`src/bmmc_pkg.sv`:
```
// constants, types and ECC column table for the memory module controller
// assumes a 10 MHz sys_clk and straps that are steady during operation
// Functional notes
// - lower limit from switch or slot; 0-8 legal
// - upper limit is lower plus size, shown
// - setting 88 selects slot position code mode
// - address bits 14-23 select the module
// - bits 14-15 pick one of four blocks
// - bits 0-6 row, bits 7-13 column
// - one lamp lit for the accessed block
// - store 22-bit words, pass 16 data bits
// - address with strobe; one module answers
// - read data driven only while data present
// - data ready asserted once read data on bus
// - read done in 320 ns, plus 40 correcting; here 300 ns plus 100
// - write data latched on data present, acknowledged
// - write done within 200 ns
// - refresh row counter used, then incremented
// - refresh cycle ends with data ready
// - good words pass, single errors corrected, reported
// - double errors and some wider ones raise fatal interrupt
// - only one syndrome means no error
// - all-zero syndrome is the good code
package bmmc_pkg;

  // ***************************************************
  // timing
  // ***************************************************
  localparam int CLK_NS  = 100;
  localparam int RD_NS   = 320;
  localparam int CORR_NS = 40;
  localparam int WR_NS   = 200;
  localparam int REF_NS  = 200;
  // longest times round down, never below one cycle
  localparam logic [2:0] RD_CYC   =
    3'((RD_NS / CLK_NS) < 1 ? 1 : RD_NS / CLK_NS);
  localparam logic [2:0] CORR_CYC =
    3'((CORR_NS / CLK_NS) < 1 ? 1 : CORR_NS / CLK_NS);
  localparam logic [2:0] WR_CYC   =
    3'((WR_NS / CLK_NS) < 1 ? 1 : WR_NS / CLK_NS);
  localparam logic [2:0] REF_CYC  =
    3'((REF_NS / CLK_NS) < 1 ? 1 : REF_NS / CLK_NS);
  localparam logic [2:0] CNT_MAX  = 3'h7;

  // ***************************************************
  // placement and reset values
  // ***************************************************
  localparam logic [7:0] POS_MODE     = 8'h88;
  localparam logic [7:0] MAX_SWITCH   = 8'h08;
  localparam logic [9:0] MODULE_UNITS = 10'h004;
  localparam logic [9:0] LIMIT_RST    = 10'h000;
  localparam logic [6:0] ROW_RST      = 7'h00;
  localparam logic [3:0] LAMP_RST     = 4'h0;
  localparam logic [3:0] LAMP_ONE     = 4'h1;

  // ***************************************************
  // ecc: syndrome code of each data bit
  // ***************************************************
  // distinct columns of weight two or more
  localparam logic [4:0] ECC_COL [16] = '{
    5'h03, 5'h05, 5'h07, 5'h09, 5'h0a, 5'h0b, 5'h0c, 5'h0d,
    5'h0e, 5'h0f, 5'h11, 5'h12, 5'h13, 5'h14, 5'h15, 5'h16};

  // ***************************************************
  // types
  // ***************************************************
  typedef enum logic [2:0] {
    ST_IDLE, ST_RD_ACCESS, ST_RD_CHECK, ST_RD_READY,
    ST_WR_WAIT, ST_WR_ACK, ST_REF_RUN
  } bmmc_state_t;

  typedef struct packed {
    logic        memCycleActive;
    logic        writeDirection;
    logic        addrPresentStrobe;
    logic        dataPresent;
    logic        refreshCmd;
    logic [23:0] addr;
    logic [15:0] wdata;
  } bmmc_bus_req_t;

  typedef struct packed {
    logic [6:0]  rowAddr;
    logic [6:0]  colAddr;
    logic [1:0]  blockSel;
    logic        readEn;
    logic        writeEn;
    logic        refreshEn;
    logic [21:0] wdata;
  } bmmc_arr_cmd_t;

endpackage

```
`src/bmmc_ecc_gen.sv`:
```
// six check bits for one 16-bit data word
// purely combinational, used on write and on read check
`timescale 1ns/10ps
module bmmc_ecc_gen (
  // data word in
  input  wire logic [15:0] data,
  // check bits out
  output logic      [5:0]  check
);

  // ***************************************************
  // parity trees
  // ***************************************************
  always_comb begin
    check = 6'h00;
    for (int i = 0; i < 16; i++) begin
      check[4:0] = check[4:0] ^ ({5{data[i]}} & bmmc_pkg::ECC_COL[i]);
    end
    // overall parity makes the whole 22-bit word even
    check[5] = ^{data, check[4:0]};
  end

endmodule

```
`src/bmmc_ecc_chk.sv`:
```
// syndrome, correction and error class of a stored 22-bit word
// word layout: check bits 21:16, data 15:0
`timescale 1ns/10ps
module bmmc_ecc_chk (
  // stored word
  input  wire logic [21:0] word,
  // result
  output logic      [15:0] dataOut,
  output logic             singleErr,
  output logic             multiErr
);

  logic [5:0]  reCheck;
  logic [4:0]  syn;
  logic        ptot;
  logic        noErr;
  logic [15:0] flip;

  bmmc_ecc_gen genCheck (
    .data  (word[15:0]),
    .check (reCheck)
  );

  assign syn  = reCheck[4:0] ^ word[20:16];
  assign ptot = ^word;

  // ***************************************************
  // correction
  // ***************************************************
  for (genvar i = 0; i < 16; i++) begin : g_flip
    assign flip[i] = ptot && (syn == bmmc_pkg::ECC_COL[i]);
  end

  assign dataOut = word[15:0] ^ flip;
  // all-zero syndrome and even word is good
  assign noErr = (syn == 5'h00) && !ptot;
  // odd word: data bit, one check bit or the overall bit
  assign singleErr = ptot &&
    ((syn == 5'h00) || $onehot(syn) || (|flip));
  assign multiErr = !noErr && !singleErr;

endmodule

```
`src/bmmc_ctrl.sv`:
```
// control of one 64K-word memory module on the 24-bit system bus
// assumes bus inputs synchronous to sys_clk, an external 22-bit array
// whose read data is valid the cycle after its read enable
`timescale 1ns/10ps
module bmmc_ctrl (
  // clock and reset
  input  wire logic                    sys_clk,
  input  wire logic                    rst_n,
  // system bus from the requester
  input  wire bmmc_pkg::bmmc_bus_req_t busReq,
  // system bus back to the requester
  output logic                         dataReadyAck,
  output logic                         busDataOe,
  output logic          [15:0]         busDataOut,
  // memory array
  output bmmc_pkg::bmmc_arr_cmd_t      arrCmd,
  input  wire logic     [21:0]         arrRdata,
  // placement straps and panel
  input  wire logic     [7:0]          lowerLimitSwitch,
  input  wire logic     [3:0]          slotPositionCode,
  output logic          [9:0]          nextLowerLimit,
  output logic          [3:0]          blockLamp,
  output logic                         limitIllegal,
  // error reporting
  output logic                         singleErrReport,
  output logic                         fatalErrIrq
);

  bmmc_pkg::bmmc_state_t   st_reg;
  bmmc_pkg::bmmc_state_t   st_next;
  bmmc_pkg::bmmc_arr_cmd_t arr_next;
  logic [9:0]  lower_reg;
  logic [9:0]  upper_reg;
  logic        illegal_reg;
  logic [9:0]  lowerCalc;
  logic        posMode;
  logic        switchOk;
  logic [9:0]  addrUnit;
  logic        hit;
  logic        strobeHit;
  logic        rdStart;
  logic        wrStart;
  logic        refStart;
  logic        refPrev_reg;
  logic [2:0]  cnt_reg;
  logic [2:0]  ackAt_reg;
  logic        timeUp;
  logic        rdAck;
  logic        wrAck;
  logic        refAck;
  logic        abort;
  logic [6:0]  refRow_reg;
  logic [15:0] readData_reg;
  logic [3:0]  lamp_reg;
  logic        single_reg;
  logic        fatal_reg;
  logic [5:0]  wrCheck;
  logic [15:0] chkData;
  logic        chkSingle;
  logic        chkMulti;

  // ***************************************************
  // address limits
  // ***************************************************
  // position code mode, equal sized modules
  assign posMode = lowerLimitSwitch == bmmc_pkg::POS_MODE;
  // only switch settings zero to eight
  assign switchOk = lowerLimitSwitch <= bmmc_pkg::MAX_SWITCH;
  assign lowerCalc = posMode ?
    10'(10'(slotPositionCode) * bmmc_pkg::MODULE_UNITS) :
    10'(lowerLimitSwitch);

  // straps sampled every clock, never under the reset itself
  always_ff @(posedge sys_clk or negedge rst_n) begin
    if (!rst_n) begin
      lower_reg   <= bmmc_pkg::LIMIT_RST;
      upper_reg   <= bmmc_pkg::LIMIT_RST;
      illegal_reg <= 1'b1;
    end else begin
      lower_reg   <= lowerCalc;
      // upper limit is lower plus own size
      upper_reg   <= 10'(lowerCalc + bmmc_pkg::MODULE_UNITS);
      illegal_reg <= !(posMode || switchOk);
    end
  end

  assign nextLowerLimit = upper_reg;
  assign limitIllegal   = illegal_reg;

  // ***************************************************
  // selection
  // ***************************************************
  assign addrUnit = busReq.addr[23:14];
  // upper address bits against both limits
  assign hit = !illegal_reg && (addrUnit >= lower_reg) &&
               (addrUnit < upper_reg);
  // strobe answered only in own range
  assign strobeHit = busReq.memCycleActive &&
                     busReq.addrPresentStrobe && hit;
  assign rdStart  = (st_reg == bmmc_pkg::ST_IDLE) && strobeHit &&
                    !busReq.writeDirection;
  assign wrStart  = (st_reg == bmmc_pkg::ST_IDLE) && strobeHit &&
                    busReq.writeDirection;
  // refresh edge taken by every idle module, selected or not
  assign refStart = (st_reg == bmmc_pkg::ST_IDLE) &&
                    busReq.refreshCmd && !refPrev_reg;

  // ***************************************************
  // cycle timer
  // ***************************************************
  assign timeUp = cnt_reg >= ackAt_reg;

  always_ff @(posedge sys_clk or negedge rst_n) begin
    if (!rst_n) begin
      cnt_reg   <= 3'h0;
      ackAt_reg <= bmmc_pkg::RD_CYC;
    end else begin
      if (refStart || rdStart || wrStart) begin
        cnt_reg <= 3'h1;
      end else if (cnt_reg != bmmc_pkg::CNT_MAX) begin
        cnt_reg <= 3'(cnt_reg + 3'h1);
      end
      if (refStart) begin
        ackAt_reg <= bmmc_pkg::REF_CYC;
      end else if (rdStart) begin
        // read data ready at the read time
        ackAt_reg <= bmmc_pkg::RD_CYC;
      end else if (wrStart) begin
        // write acknowledged at the write time
        ackAt_reg <= bmmc_pkg::WR_CYC;
      end else if (st_reg == bmmc_pkg::ST_RD_CHECK && chkSingle) begin
        ackAt_reg <= 3'(bmmc_pkg::RD_CYC + bmmc_pkg::CORR_CYC);
      end
    end
  end

  // ***************************************************
  // handshake
  // ***************************************************
  // drive read data only under data present
  assign rdAck  = (st_reg == bmmc_pkg::ST_RD_READY) && timeUp &&
                  busReq.dataPresent;
  // acknowledge after the data was taken
  assign wrAck  = (st_reg == bmmc_pkg::ST_WR_ACK) && timeUp;
  assign refAck = (st_reg == bmmc_pkg::ST_REF_RUN) && timeUp;
  // data ready together with the data
  assign dataReadyAck = rdAck || wrAck || refAck;
  assign busDataOe    = rdAck;
  assign busDataOut   = readData_reg;
  // a dropped memory cycle abandons the access
  assign abort = !busReq.memCycleActive &&
                 (st_reg != bmmc_pkg::ST_IDLE) &&
                 (st_reg != bmmc_pkg::ST_REF_RUN);

  // ***************************************************
  // state machine
  // ***************************************************
  always_comb begin
    st_next = st_reg;
    unique case (st_reg)
      bmmc_pkg::ST_IDLE: begin
        if (refStart) begin
          st_next = bmmc_pkg::ST_REF_RUN;
        end else if (rdStart) begin
          st_next = bmmc_pkg::ST_RD_ACCESS;
        end else if (wrStart) begin
          st_next = bmmc_pkg::ST_WR_WAIT;
        end
      end
      bmmc_pkg::ST_RD_ACCESS: st_next = bmmc_pkg::ST_RD_CHECK;
      bmmc_pkg::ST_RD_CHECK:  st_next = bmmc_pkg::ST_RD_READY;
      bmmc_pkg::ST_RD_READY: begin
        if (rdAck) begin
          st_next = bmmc_pkg::ST_IDLE;
        end
      end
      bmmc_pkg::ST_WR_WAIT: begin
        if (busReq.dataPresent) begin
          st_next = bmmc_pkg::ST_WR_ACK;
        end
      end
      bmmc_pkg::ST_WR_ACK: begin
        if (wrAck) begin
          st_next = bmmc_pkg::ST_IDLE;
        end
      end
      bmmc_pkg::ST_REF_RUN: begin
        if (refAck) begin
          st_next = bmmc_pkg::ST_IDLE;
        end
      end
      default: st_next = bmmc_pkg::ST_IDLE;
    endcase
    if (abort) begin
      st_next = bmmc_pkg::ST_IDLE;
    end
  end

  always_ff @(posedge sys_clk or negedge rst_n) begin
    if (!rst_n) begin
      st_reg      <= bmmc_pkg::ST_IDLE;
      refPrev_reg <= 1'b0;
    end else begin
      st_reg      <= st_next;
      refPrev_reg <= busReq.refreshCmd;
    end
  end

  // ***************************************************
  // array command
  // ***************************************************
  bmmc_ecc_gen wrGen (
    .data  (busReq.wdata),
    .check (wrCheck)
  );

  always_comb begin
    arr_next = arrCmd;
    arr_next.readEn    = rdStart;
    // bus data latched on data present
    arr_next.writeEn   = (st_reg == bmmc_pkg::ST_WR_WAIT) &&
                         busReq.dataPresent && !abort;
    arr_next.refreshEn = refStart ||
      ((st_reg == bmmc_pkg::ST_REF_RUN) && !refAck);
    if (rdStart || wrStart) begin
      // row from bits 0-6, column from 7-13
      arr_next.rowAddr  = busReq.addr[6:0];
      arr_next.colAddr  = busReq.addr[13:7];
      // block from bits 14 and 15
      arr_next.blockSel = busReq.addr[15:14];
    end else if (refStart) begin
      // refresh row comes from the counter
      arr_next.rowAddr  = refRow_reg;
    end
    if (arr_next.writeEn) begin
      // six check bits beside sixteen data bits
      arr_next.wdata = {wrCheck, busReq.wdata};
    end
  end

  always_ff @(posedge sys_clk or negedge rst_n) begin
    if (!rst_n) begin
      arrCmd <= '0;
    end else begin
      arrCmd <= arr_next;
    end
  end

  // ***************************************************
  // read path and error report
  // ***************************************************
  bmmc_ecc_chk rdChk (
    .word      (arrRdata),
    .dataOut   (chkData),
    .singleErr (chkSingle),
    .multiErr  (chkMulti)
  );

  // report pulses are one cycle; a cpu side must catch them
  always_ff @(posedge sys_clk or negedge rst_n) begin
    if (!rst_n) begin
      readData_reg <= 16'h0000;
      single_reg   <= 1'b0;
      fatal_reg    <= 1'b0;
    end else begin
      single_reg <= 1'b0;
      fatal_reg  <= 1'b0;
      if (st_reg == bmmc_pkg::ST_RD_CHECK) begin
        // corrected data kept for the bus
        readData_reg <= chkData;
        single_reg   <= chkSingle;
        fatal_reg    <= chkMulti;
      end
    end
  end

  assign singleErrReport = single_reg;
  assign fatalErrIrq     = fatal_reg;

  // ***************************************************
  // block lamps and refresh row
  // ***************************************************
  always_ff @(posedge sys_clk or negedge rst_n) begin
    if (!rst_n) begin
      lamp_reg   <= bmmc_pkg::LAMP_RST;
      refRow_reg <= bmmc_pkg::ROW_RST;
    end else begin
      if (rdStart || wrStart) begin
        lamp_reg <= 4'(bmmc_pkg::LAMP_ONE << busReq.addr[15:14]);
      end
      if (refAck) begin
        refRow_reg <= 7'(refRow_reg + 7'h01);
      end
    end
  end

  assign blockLamp = lamp_reg;

  logic reqHold;
  assign reqHold = busReq.memCycleActive && busReq.dataPresent &&
                   !busReq.refreshCmd;
endmodule

```
`config.mk`:
```
export PLATFORM = sky130hd
export DESIGN_NAME = bmmc_ctrl
export DESIGN_NICKNAME = d
export VERILOG_FILES = /design/src/bmmc_pkg.sv /design/src/bmmc_ecc_gen.sv /design/src/bmmc_ecc_chk.sv /design/src/bmmc_ctrl.sv
export SDC_FILE = /design/constraint.sdc
export NUM_CORES = 1
export LEC_CHECK = 0
export BUFFER_PORTS_ARGS = -buffer_cell sky130_fd_sc_hd__clkbuf_2
export CORE_MARGIN = 2
export CORE_UTILIZATION = 49
export CTS_CLUSTER_DIAMETER = 80
export CTS_CLUSTER_SIZE = 8
export DETAILED_ROUTE_END_ITERATION = 10
export PLACE_DENSITY = 0.86
export SYNTH_ARGS = -nofsm -noshare
export SYNTH_HDL_FRONTEND = slang
export SYNTH_HIERARCHICAL = 1
export SYNTH_SLANG_ARGS = --single-unit
```
`constraint.sdc`:
```
create_clock -name sys_clk -period 1.88 [get_ports sys_clk]
set_input_delay 0 -clock sys_clk [delete_from_list [all_inputs] [get_ports sys_clk]]
set_output_delay 0 -clock sys_clk [all_outputs]
set_load 0.05 [all_outputs]
```
Word-level counts from Yosys, hierarchy flattened
Index checks and enable logic that the tools add are counted.

Shift operators: 1. Add/subtract/negate cells: 7. Order comparisons: 4. Muxes and demuxes: 20. Reductions and logical operators: 67. Eq/ne operators: 31. Bitwise operators: 32.

Operator list (count): bitwise XOR 5 bit (13); bitwise XOR 5 x 4 -> 5 bit (9); two-way mux 3 bit (14); logical AND 1 bit (38); equality test 5 x 4 -> 1 bit (second input constant) (7); equality test 5 bit (second input constant) (6); parity 22 bit (1); one-hot mux 3 bit (7 select lines) (1); parity 21 bit (1); != test 3 bit (second input constant) (6); OR reduction 16 bit (1); bitwise XOR 16 bit (1); bitwise XOR 4 bit (4); two-way mux 7 bit (2); equality test 5 x 3 -> 1 bit (second input constant) (2); greater-or-equal comparator 10 x 8 -> 1 bit (1); logical NOT 1 bit (10); less-than comparator 10 x 9 -> 1 bit (1); adder 8 x 3 -> 9 bit (second input constant) (1); equality test 3 bit (second input constant) (3); logical OR 1 bit (9); equality test 8 bit (second input constant) (1); less-or-equal comparator 8 x 4 -> 1 bit (second input constant) (1); two-way mux 8 bit (1); 22 further kinds (28).

Bits of input ports: 81. Output and inout bits: 76. Word-level logic and storage cells: 181. Flip-flop bits (word level): 98.

Depth between registers and ports, before layout
Gate-level depths: netlist of run 1.

Depth after elaboration: 28. Depth in mapped cells: 18. Depth with buffers taken out: 18.

By module
The synthesis of run 1 kept the hierarchy.

Modules (own cells, without submodules): bmmc_ctrl (seq. area each 2406.1 sq um, instances 1, area an instance 4508.1 sq um, cells an instance 401); bmmc_ecc_chk (seq. area each 0.0 sq um, instances 1, area an instance 1024.7 sq um, cells an instance 137); bmmc_ecc_gen (seq. area each 0.0 sq um, instances 2, area an instance 276.5 sq um, cells an instance 26).

Worst setup path before layout of run 1
OpenSTA, ideal clock, no wires.

Path kind: input port to flip-flop. From: input arrRdata[10]. To: register ackAt_reg[2]. Slack: -1368 ps. Buffers on the path: 0. Required time: 1760 ps. Cell stages on the path: 18. Data arrival time: 3128 ps. Cells stage by stage: xor2_1 xor2_1 xnor2_1 xnor2_1 xor2_1 inv_1 ha_1 inv_1 ha_1 ha_1 a21o_1 ha_1 o31ai_1 nor3_1 nor2_1 nand2_1 inv_1 o211a_1.

Longest elaborated chain between the ends: 16. Elaborated cells between the ends (all ways): 51. Those cells by class: add/sub: 3; eq/ne: 17; bitwise: 7; reduce/logical: 24.

RTL lines: from (decl) (RTL line bmmc_ctrl.sv:17) `input wire logic [21:0] arrRdata,`; bitwise XOR 5 bit * (6 in series) (RTL line bmmc_ecc_gen.sv:17) `check[4:0] = check[4:0] ^ ({5{data[i]}} & bmmc_pkg::ECC_COL[i]);`; net rdChk.reCheck[0] (RTL line bmmc_ecc_chk.sv:13) `logic [5:0] reCheck;`; bitwise XOR 5 bit * (RTL line bmmc_ecc_chk.sv:24) `assign syn = reCheck[4:0] ^ word[20:16];`; adder 1 x 1 -> 2 bit (implied by the code) (RTL line bmmc_ecc_chk.sv:39) `((syn == 5'h00) || $onehot(syn) || (|flip));`; adder 3 bit (implied by the code) (RTL line bmmc_ecc_chk.sv:39); adder 3 x 1 -> 3 bit (implied by the code) (RTL line bmmc_ecc_chk.sv:39); equality test 3 x 1 -> 1 bit (RTL line bmmc_ecc_chk.sv:39); logical OR 1 bit (RTL line bmmc_ecc_chk.sv:39); logical OR 1 bit * (RTL line bmmc_ecc_chk.sv:39); logical AND 1 bit * (RTL line bmmc_ecc_chk.sv:38) `assign singleErr = ptot &&`; net chkSingle (RTL line bmmc_ctrl.sv:59) `logic chkSingle;`; logical AND 1 bit * (RTL line bmmc_ctrl.sv:131) `end else if (st_reg == bmmc_pkg::ST_RD_CHECK && chkSingle) begin`; nonzero test 4 bit (no line) *; to (signal assigned) (RTL line bmmc_ctrl.sv:127) `ackAt_reg <= bmmc_pkg::RD_CYC;`; to (signal assigned) (RTL line bmmc_ctrl.sv:130) `ackAt_reg <= bmmc_pkg::WR_CYC;`; to (signal assigned) (RTL line bmmc_ctrl.sv:132) `ackAt_reg <= 3'(bmmc_pkg::RD_CYC + bmmc_pkg::CORR_CYC);`; to (decl) (RTL line bmmc_ctrl.sv:46) `logic [2:0] ackAt_reg;`.

Mark *: on every way through the listed nets, which the timed path passes. The rest lies on a longest branch. A chain may end at the register's enable or synchronous reset.

Worst setup path in the final report of run 1
From: input arrRdata[2]. To: register ackAt_reg[0].

Longest elaborated chain between the ends: 24. Elaborated cells between the ends (all ways): 60. Those cells by class: add/sub: 4; eq/ne: 17; bitwise: 15; reduce/logical: 24.

RTL lines (RTL line): bitwise XOR 3 bit * (bmmc_ecc_gen.sv:17); bitwise XOR 3 x 4 -> 4 bit * (bmmc_ecc_gen.sv:17); bitwise XOR 4 bit * (4 in series) (bmmc_ecc_gen.sv:17); bitwise XOR 5 x 4 -> 5 bit * (2 in series) (bmmc_ecc_gen.sv:17); bitwise XOR 5 bit * (6 in series) (bmmc_ecc_gen.sv:17); net rdChk.reCheck[1] (bmmc_ecc_chk.sv:13); bitwise XOR 5 bit * (bmmc_ecc_chk.sv:24); adder 1 x 1 -> 2 bit (implied by the code) (bmmc_ecc_chk.sv:39); adder 3 bit (implied by the code) (bmmc_ecc_chk.sv:39); adder 3 x 1 -> 3 bit (implied by the code) (bmmc_ecc_chk.sv:39); equality test 3 x 1 -> 1 bit (bmmc_ecc_chk.sv:39); logical OR 1 bit (bmmc_ecc_chk.sv:39); logical OR 1 bit * (bmmc_ecc_chk.sv:39); logical AND 1 bit * (bmmc_ecc_chk.sv:38); net chkSingle (bmmc_ctrl.sv:59); logical AND 1 bit * (bmmc_ctrl.sv:131); nonzero test 4 bit (no line) *.

Marked as above.

==> flow_summary.toml, run 1 <==
[run_status]
status = "complete, but fails checks"
violations = "setup timing"

[route]
drt_iter0_markers = 431
vias = 5879
dr.pass1.iters = 5
drt_drc_violations_left = 0
wire_per_inst_um = 20.1
routed_wirelength_um = 21300
drtAntennaViolNets = 0
vias_per_cell = 5.56

[floorplanning]
ios = 157
chipHeight_um = 115
start_util_pct = 50.3
core_region_area_um2 = 12100
dieArea_um2 = 13300
row_count = 40
die_width_um = 115

[setup_path]
endpoint_kind = "flip-flop"
crit_arrival_ns = 3.47
worstPathMaxFanout = 2
cp.buffers_inverters = 3
cp-start-kind = "input pin"
rrSetupSlack_ns = -0.35
worst_r2r_endpoint = "ackAt_reg[0]"
criticalPathCategory = "in -> reg"
critical-path-max-stage-delay_ns = 0.40
worstRegToRegCells = 10
path_cells = "clkbuf_2 > xnor2_2 > xnor3_1 > xnor2_2 > xnor2_1 > inv_1 > ha_4 > inv_2 > ha_4 > ha_4 > a21o_1 > ha_4 > o31ai_2 > nor3_2 > nor2_1 > nand2_2 > nand3_2 > mux2i_1"
cp_top_family = "XOR/XNOR gates"
cp_common_cell = "ha_4"
worstPathRequired_ns = 2.13
reg2reg_from = "lower_reg[3]"
cpMaxStageDelayCell = "xnor3_1"

[timing]
finalCriticalPeriod_ns = 3.23
slew_violations = 0
setup_viol = 57
fmaxAchievable_mhz = 310
skew_ns = 0.0142
relSlewSlack_pct = 63.6
hold_viol_final = 0
worst_slew_pin_slew_ns = 0.546
setup_tns_ns = -20.53
period_share_pct = 172
fin_ws_ns = -1.35
rsz0062_at_grt = "true"

[layout]
final_nets = 991
layout-drive-gt1-share_pct = 50.8
largest_reg_flops = 41
final_util_pct = 79.7
final_cell_mix = "144 x clkbuf_2, 88 x nand2_1, 88 x buf_4, 86 x dfrtp_1, 51 x xnor2_1"
area_growth_pct = 58.6
top_register = "arrCmd"
final_common_cell = "clkbuf_2"
fill_cells = 641

[global_routing]
grt_pass1_vias = 5752
grt_use_total_pct = 28.9
grt.overflow.total = 0
antenna_found_initial = 1
grt_pass1_wl_um = 29500
grt_start_max_net_pins = 44

[logic_synthesis]
netlist_area_um2 = 6060
yosys_warnings = 6
syn_avg_cell_area_um2 = 10.3
syn_inst = 589
synth_nets = 696

[clocking]
cts_root_buffer = "clkbuf_16"
insertion_delay_ns = 0.35
ctsLongestPathBuffers = 2
cts.clk_slew.worst_paths_ns = 0.07
cts_max_level = 3
tritoncts = "built"
cts_inserted_buffers = 9
cts_sinks = 96

[power]
finalPower_mw = 14.1
p_leak_nw = 4.71
power.density_nw_per_um2 = 1470
peakVddDrop_mv = 0.753

[min_path]
holdPathEnd = "arrCmd[25]"
min_path_type = "in -> reg"
hp-start = "busReq[30]"
holdPathStages = 3

[placed_design]
gp_congestion = 0.932
portBuffers = 155
place_ws_ns = -1.48
place_hpwl_um = 11800

[job]
cap_violations = 0
[stage by stage]
step | cell area (um^2) | cells | hold slack (ns)
3_3_place_gp | 7810 | 974 | 0.0255
3_5_place_dp | 7810 | 974 | 0.0249
2_1_floorplan | 6250 | 589 | -0.296
5_1_grt | 9620 | 1058 | 0.0389
4_1_cts | 9150 | 1051 | 0.00763
6_report | 9620 | 1058 | 0.0326
[metal layers]
metal / wire [um] / up-vias / global-route usage, %
met5: 0 / - / 0
met4: 1250 / 0 / 15.1
met3: 1310 / 121 / 5.17
met1: 7650 / 2841 / 33.3
li1: - / 2585 / -
met2: 11100 / 332 / 51.1
[layout make-up]
| cell class | count | area [um^2] | share of cell area [%] |
|---|---|---|---|
| tap | 168 | 210 | 2.19 |
| multi-input combinational | 438 | 4270 | 44.4 |
| antenna | 1 | 2.50 | 0.0260 |
| clock buffer | 10 | 239 | 2.49 |
| inverter | 30 | 116 | 1.21 |
| timing repair buffer | 309 | 2290 | 23.8 |
| sequential | 96 | 2410 | 25.1 |
| clock inverter | 6 | 72.6 | 0.755 |
[worst max path at each step]
stage | slack, ns | depth (start not counted) | endpoint | startpoint
2_1_floorplan | -1.12 | 18 | ackAt_reg[2] | arrRdata[10]
3_3_place_gp | -1.39 | 18 | ackAt_reg[2] | arrRdata[12]
3_5_place_dp | -1.48 | 18 | ackAt_reg[2] | arrRdata[12]
4_1_cts | -0.94 | 18 | ackAt_reg[2] | arrRdata[15]
5_1_grt | -1.36 | 18 | ackAt_reg[0] | arrRdata[2]
6_report | -1.35 | 18 | ackAt_reg[0] | arrRdata[2]
[tightest hold or removal path, stage by stage]
cell      delay [ns]
clkbuf_2        0.09
buf_4           0.12
mux2_4          0.14
[report_power, final]
group          switching [mW]  leakage (nW)  internal, mW  total [mW]
sequential              0.439          1.20          2.68        3.12
combinational            5.48          3.36          3.56        9.04
clock                   0.846         0.150          1.08        1.93
[repair_timing]
item	CTS	global route
endpoints found under the setup margin	52	60
pin swaps	54	45
buffers inserted	16	9
hold buffers	45	0
resized for setup	85	74
endpoints found under the hold margin	83	0
gates cloned	1	0
Power figures use the tool's default switching activity.
==> run 2, diff against run 1 <==
BUFFER_PORTS_ARGS = -buffer_cell sky130_fd_sc_hd__buf_2   (was -buffer_cell sky130_fd_sc_hd__clkbuf_2)
==> flow_summary.toml, run 2 (same netlist as run 1, synthesis figures left out) <==
[power]
power.density_nw_per_um2 = 1450
peakVddDrop_mv = 0.887
p_leak_nw = 4.71

[clocking]
cts_root_buffer = "clkbuf_16"
cts_inserted_buffers = 9
cts_sinks = 96
cts.clk_slew.worst_paths_ns = 0.07
ctsLongestPathBuffers = 2
tritoncts = "built"
cts_max_level = 3
insertion_delay_ns = 0.36

[layout]
fill_cells = 657
design_area_um2 = 9570
top_register = "arrCmd"
final_nets = 989
final_cell_mix = "143 x buf_2, 88 x nand2_1, 88 x buf_4, 86 x dfrtp_1, 54 x xnor2_1"
area_growth_pct = 57.8
final_common_cell = "buf_2"
final_util_pct = 79.3
largest_reg_flops = 41
layout-drive-gt1-share_pct = 50.1
n_antenna_cell = 0

[route]
drtAntennaViolNets = 0
routed_wirelength_um = 20700
dr.pass1.iters = 7
wire_per_inst_um = 19.6
drt_iter0_markers = 398
drt_drc_violations_left = 0
vias_per_cell = 5.49
vias = 5789

[timing]
setup_viol = 57
rsz0062_at_grt = "true"
finalCriticalPeriod_ns = 3.17
slew_violations = 0
hold_viol_final = 0
fin_ws_ns = -1.29
fmaxAchievable_mhz = 316
relSlewSlack_pct = 65.2
skew_ns = 0.0156
setup_tns_ns = -20.18
period_share_pct = 168
worst_slew_pin_slew_ns = 0.521

[setup_path]
rrSetupSlack_ns = -0.33
endpoint_kind = "flip-flop"
crit_end = "ackAt_reg[0]"
cpMaxStageDelayCell = "xnor3_1"
crit_cells = 18
critical-path-max-stage-delay_ns = 0.37
cp_top_family = "XOR/XNOR gates"
reg2reg_from = "nextLowerLimit[1]"
path_cells = "buf_2 > xnor2_2 > xnor3_1 > xnor2_1 > xnor2_1 > inv_1 > ha_4 > inv_2 > ha_4 > ha_4 > a21o_1 > ha_4 > o31ai_2 > nor3_2 > nor2_1 > nand2_1 > nand3_1 > mux2i_1"
worstRegToRegCells = 10
worstPathRequired_ns = 2.14
criticalPathCategory = "in -> reg"
cp_common_cell = "ha_4"
cp.buffers_inverters = 3
crit_arrival_ns = 3.43
crit_start = "arrRdata[15]"
worst_r2r_endpoint = "ackAt_reg[0]"
cp-start-kind = "input pin"
worstPathMaxFanout = 2

[global_routing]
grt.overflow.total = 0
grt_pass1_vias = 5894
grt_start_max_net_pins = 44
grt_pass1_wl_um = 29600
grt_use_total_pct = 29.0
antenna_found_initial = 0

[placed_design]
postPlaceCellArea_um2 = 7820
gp_congestion = 0.929
portBuffers = 155
place_hpwl_um = 11800

[run_status]
violations = "setup timing"
status = "complete, but fails checks"

[min_path]
min_path_type = "in -> reg"

[floorplanning]
ios = 157
dieArea_um2 = 13300
chipHeight_um = 115
row_count = 40
die_width_um = 115
core_region_area_um2 = 12100
start_util_pct = 50.3

[job]
cap_violations = 0
-- run 2: area by class of cell --
cell class	count	area, um^2	share of cell area [%]
clock buffers	9	225	2.35
clock inverters	7	101	1.06
inverters	30	114	1.19
multi-input cells	438	4240	44.4
flip-flops and latches	96	2410	25.2
well taps	168	210	2.20
repair buffers	307	2260	23.6
-- run 2: how the worst min path moves through the flow --
stage / cells after the start / to / startpoint
finish: 3 / arrCmd[25] / busReq[30]
floorplan: 0 / ackAt_reg[2] / rst_n
global placement: 1 / arrCmd[37] / rst_n
detailed placement: 1 / arrCmd[38] / rst_n
CTS: 3 / lower_reg[5] / lowerLimitSwitch[5]
global route: 3 / arrCmd[25] / busReq[30]
-- run 2: per-stage QoR --
stage          setup slack [ns]  cells  hold WS, ns  power (mW)
3_5_place_dp              -1.45    975       0.0227        9.89
4_1_cts                  -0.896   1045      0.00309        12.6
5_1_grt                   -1.34   1055       0.0336        14.4
6_report                  -1.29   1055       0.0237        13.9
2_1_floorplan             -1.12    589       -0.296        7.81
3_3_place_gp              -1.37    975       0.0166        9.68
-- run 2: timing repair --
item                       4_1_cts  5_1_grt
resized for setup               85       69
setup endpoints to repair       50       56
gates cloned                     2        0
pin swaps                       35       37
hold endpoints to repair        84        0
hold buffers                    45        0
setup buffers                   12       15
-- run 2: power by group --
| part | leakage, nW | total [mW] | internal, mW | switching [mW] |
|---|---|---|---|---|
| Clock | 0.158 | 2.06 | 1.18 | 0.874 |
| Combinational | 3.35 | 8.76 | 3.43 | 5.33 |
| Sequential | 1.20 | 3.09 | 2.68 | 0.409 |
| Total | 4.71 | 13.9 | 7.29 | 6.61 |
-- run 2: worst min-delay path, cell delays in order --
cell    delay, ns
buf_2        0.10
buf_4        0.12
mux2_4       0.13
-- run 2: metal layers --
| metal | vias to the layer above | track usage [%] | wire, um | share of wire [%] |
|---|---|---|---|---|
| li1 | 2570 | - | - | - |
| met5 | - | 0 | 0 | 0 |
| met3 | 105 | 4.80 | 1330 | 6.4 |
| met2 | 287 | 51.8 | 10900 | 53 |
| met4 | 0 | 14.9 | 1150 | 5.6 |
| met1 | 2827 | 33.3 | 7310 | 35 |
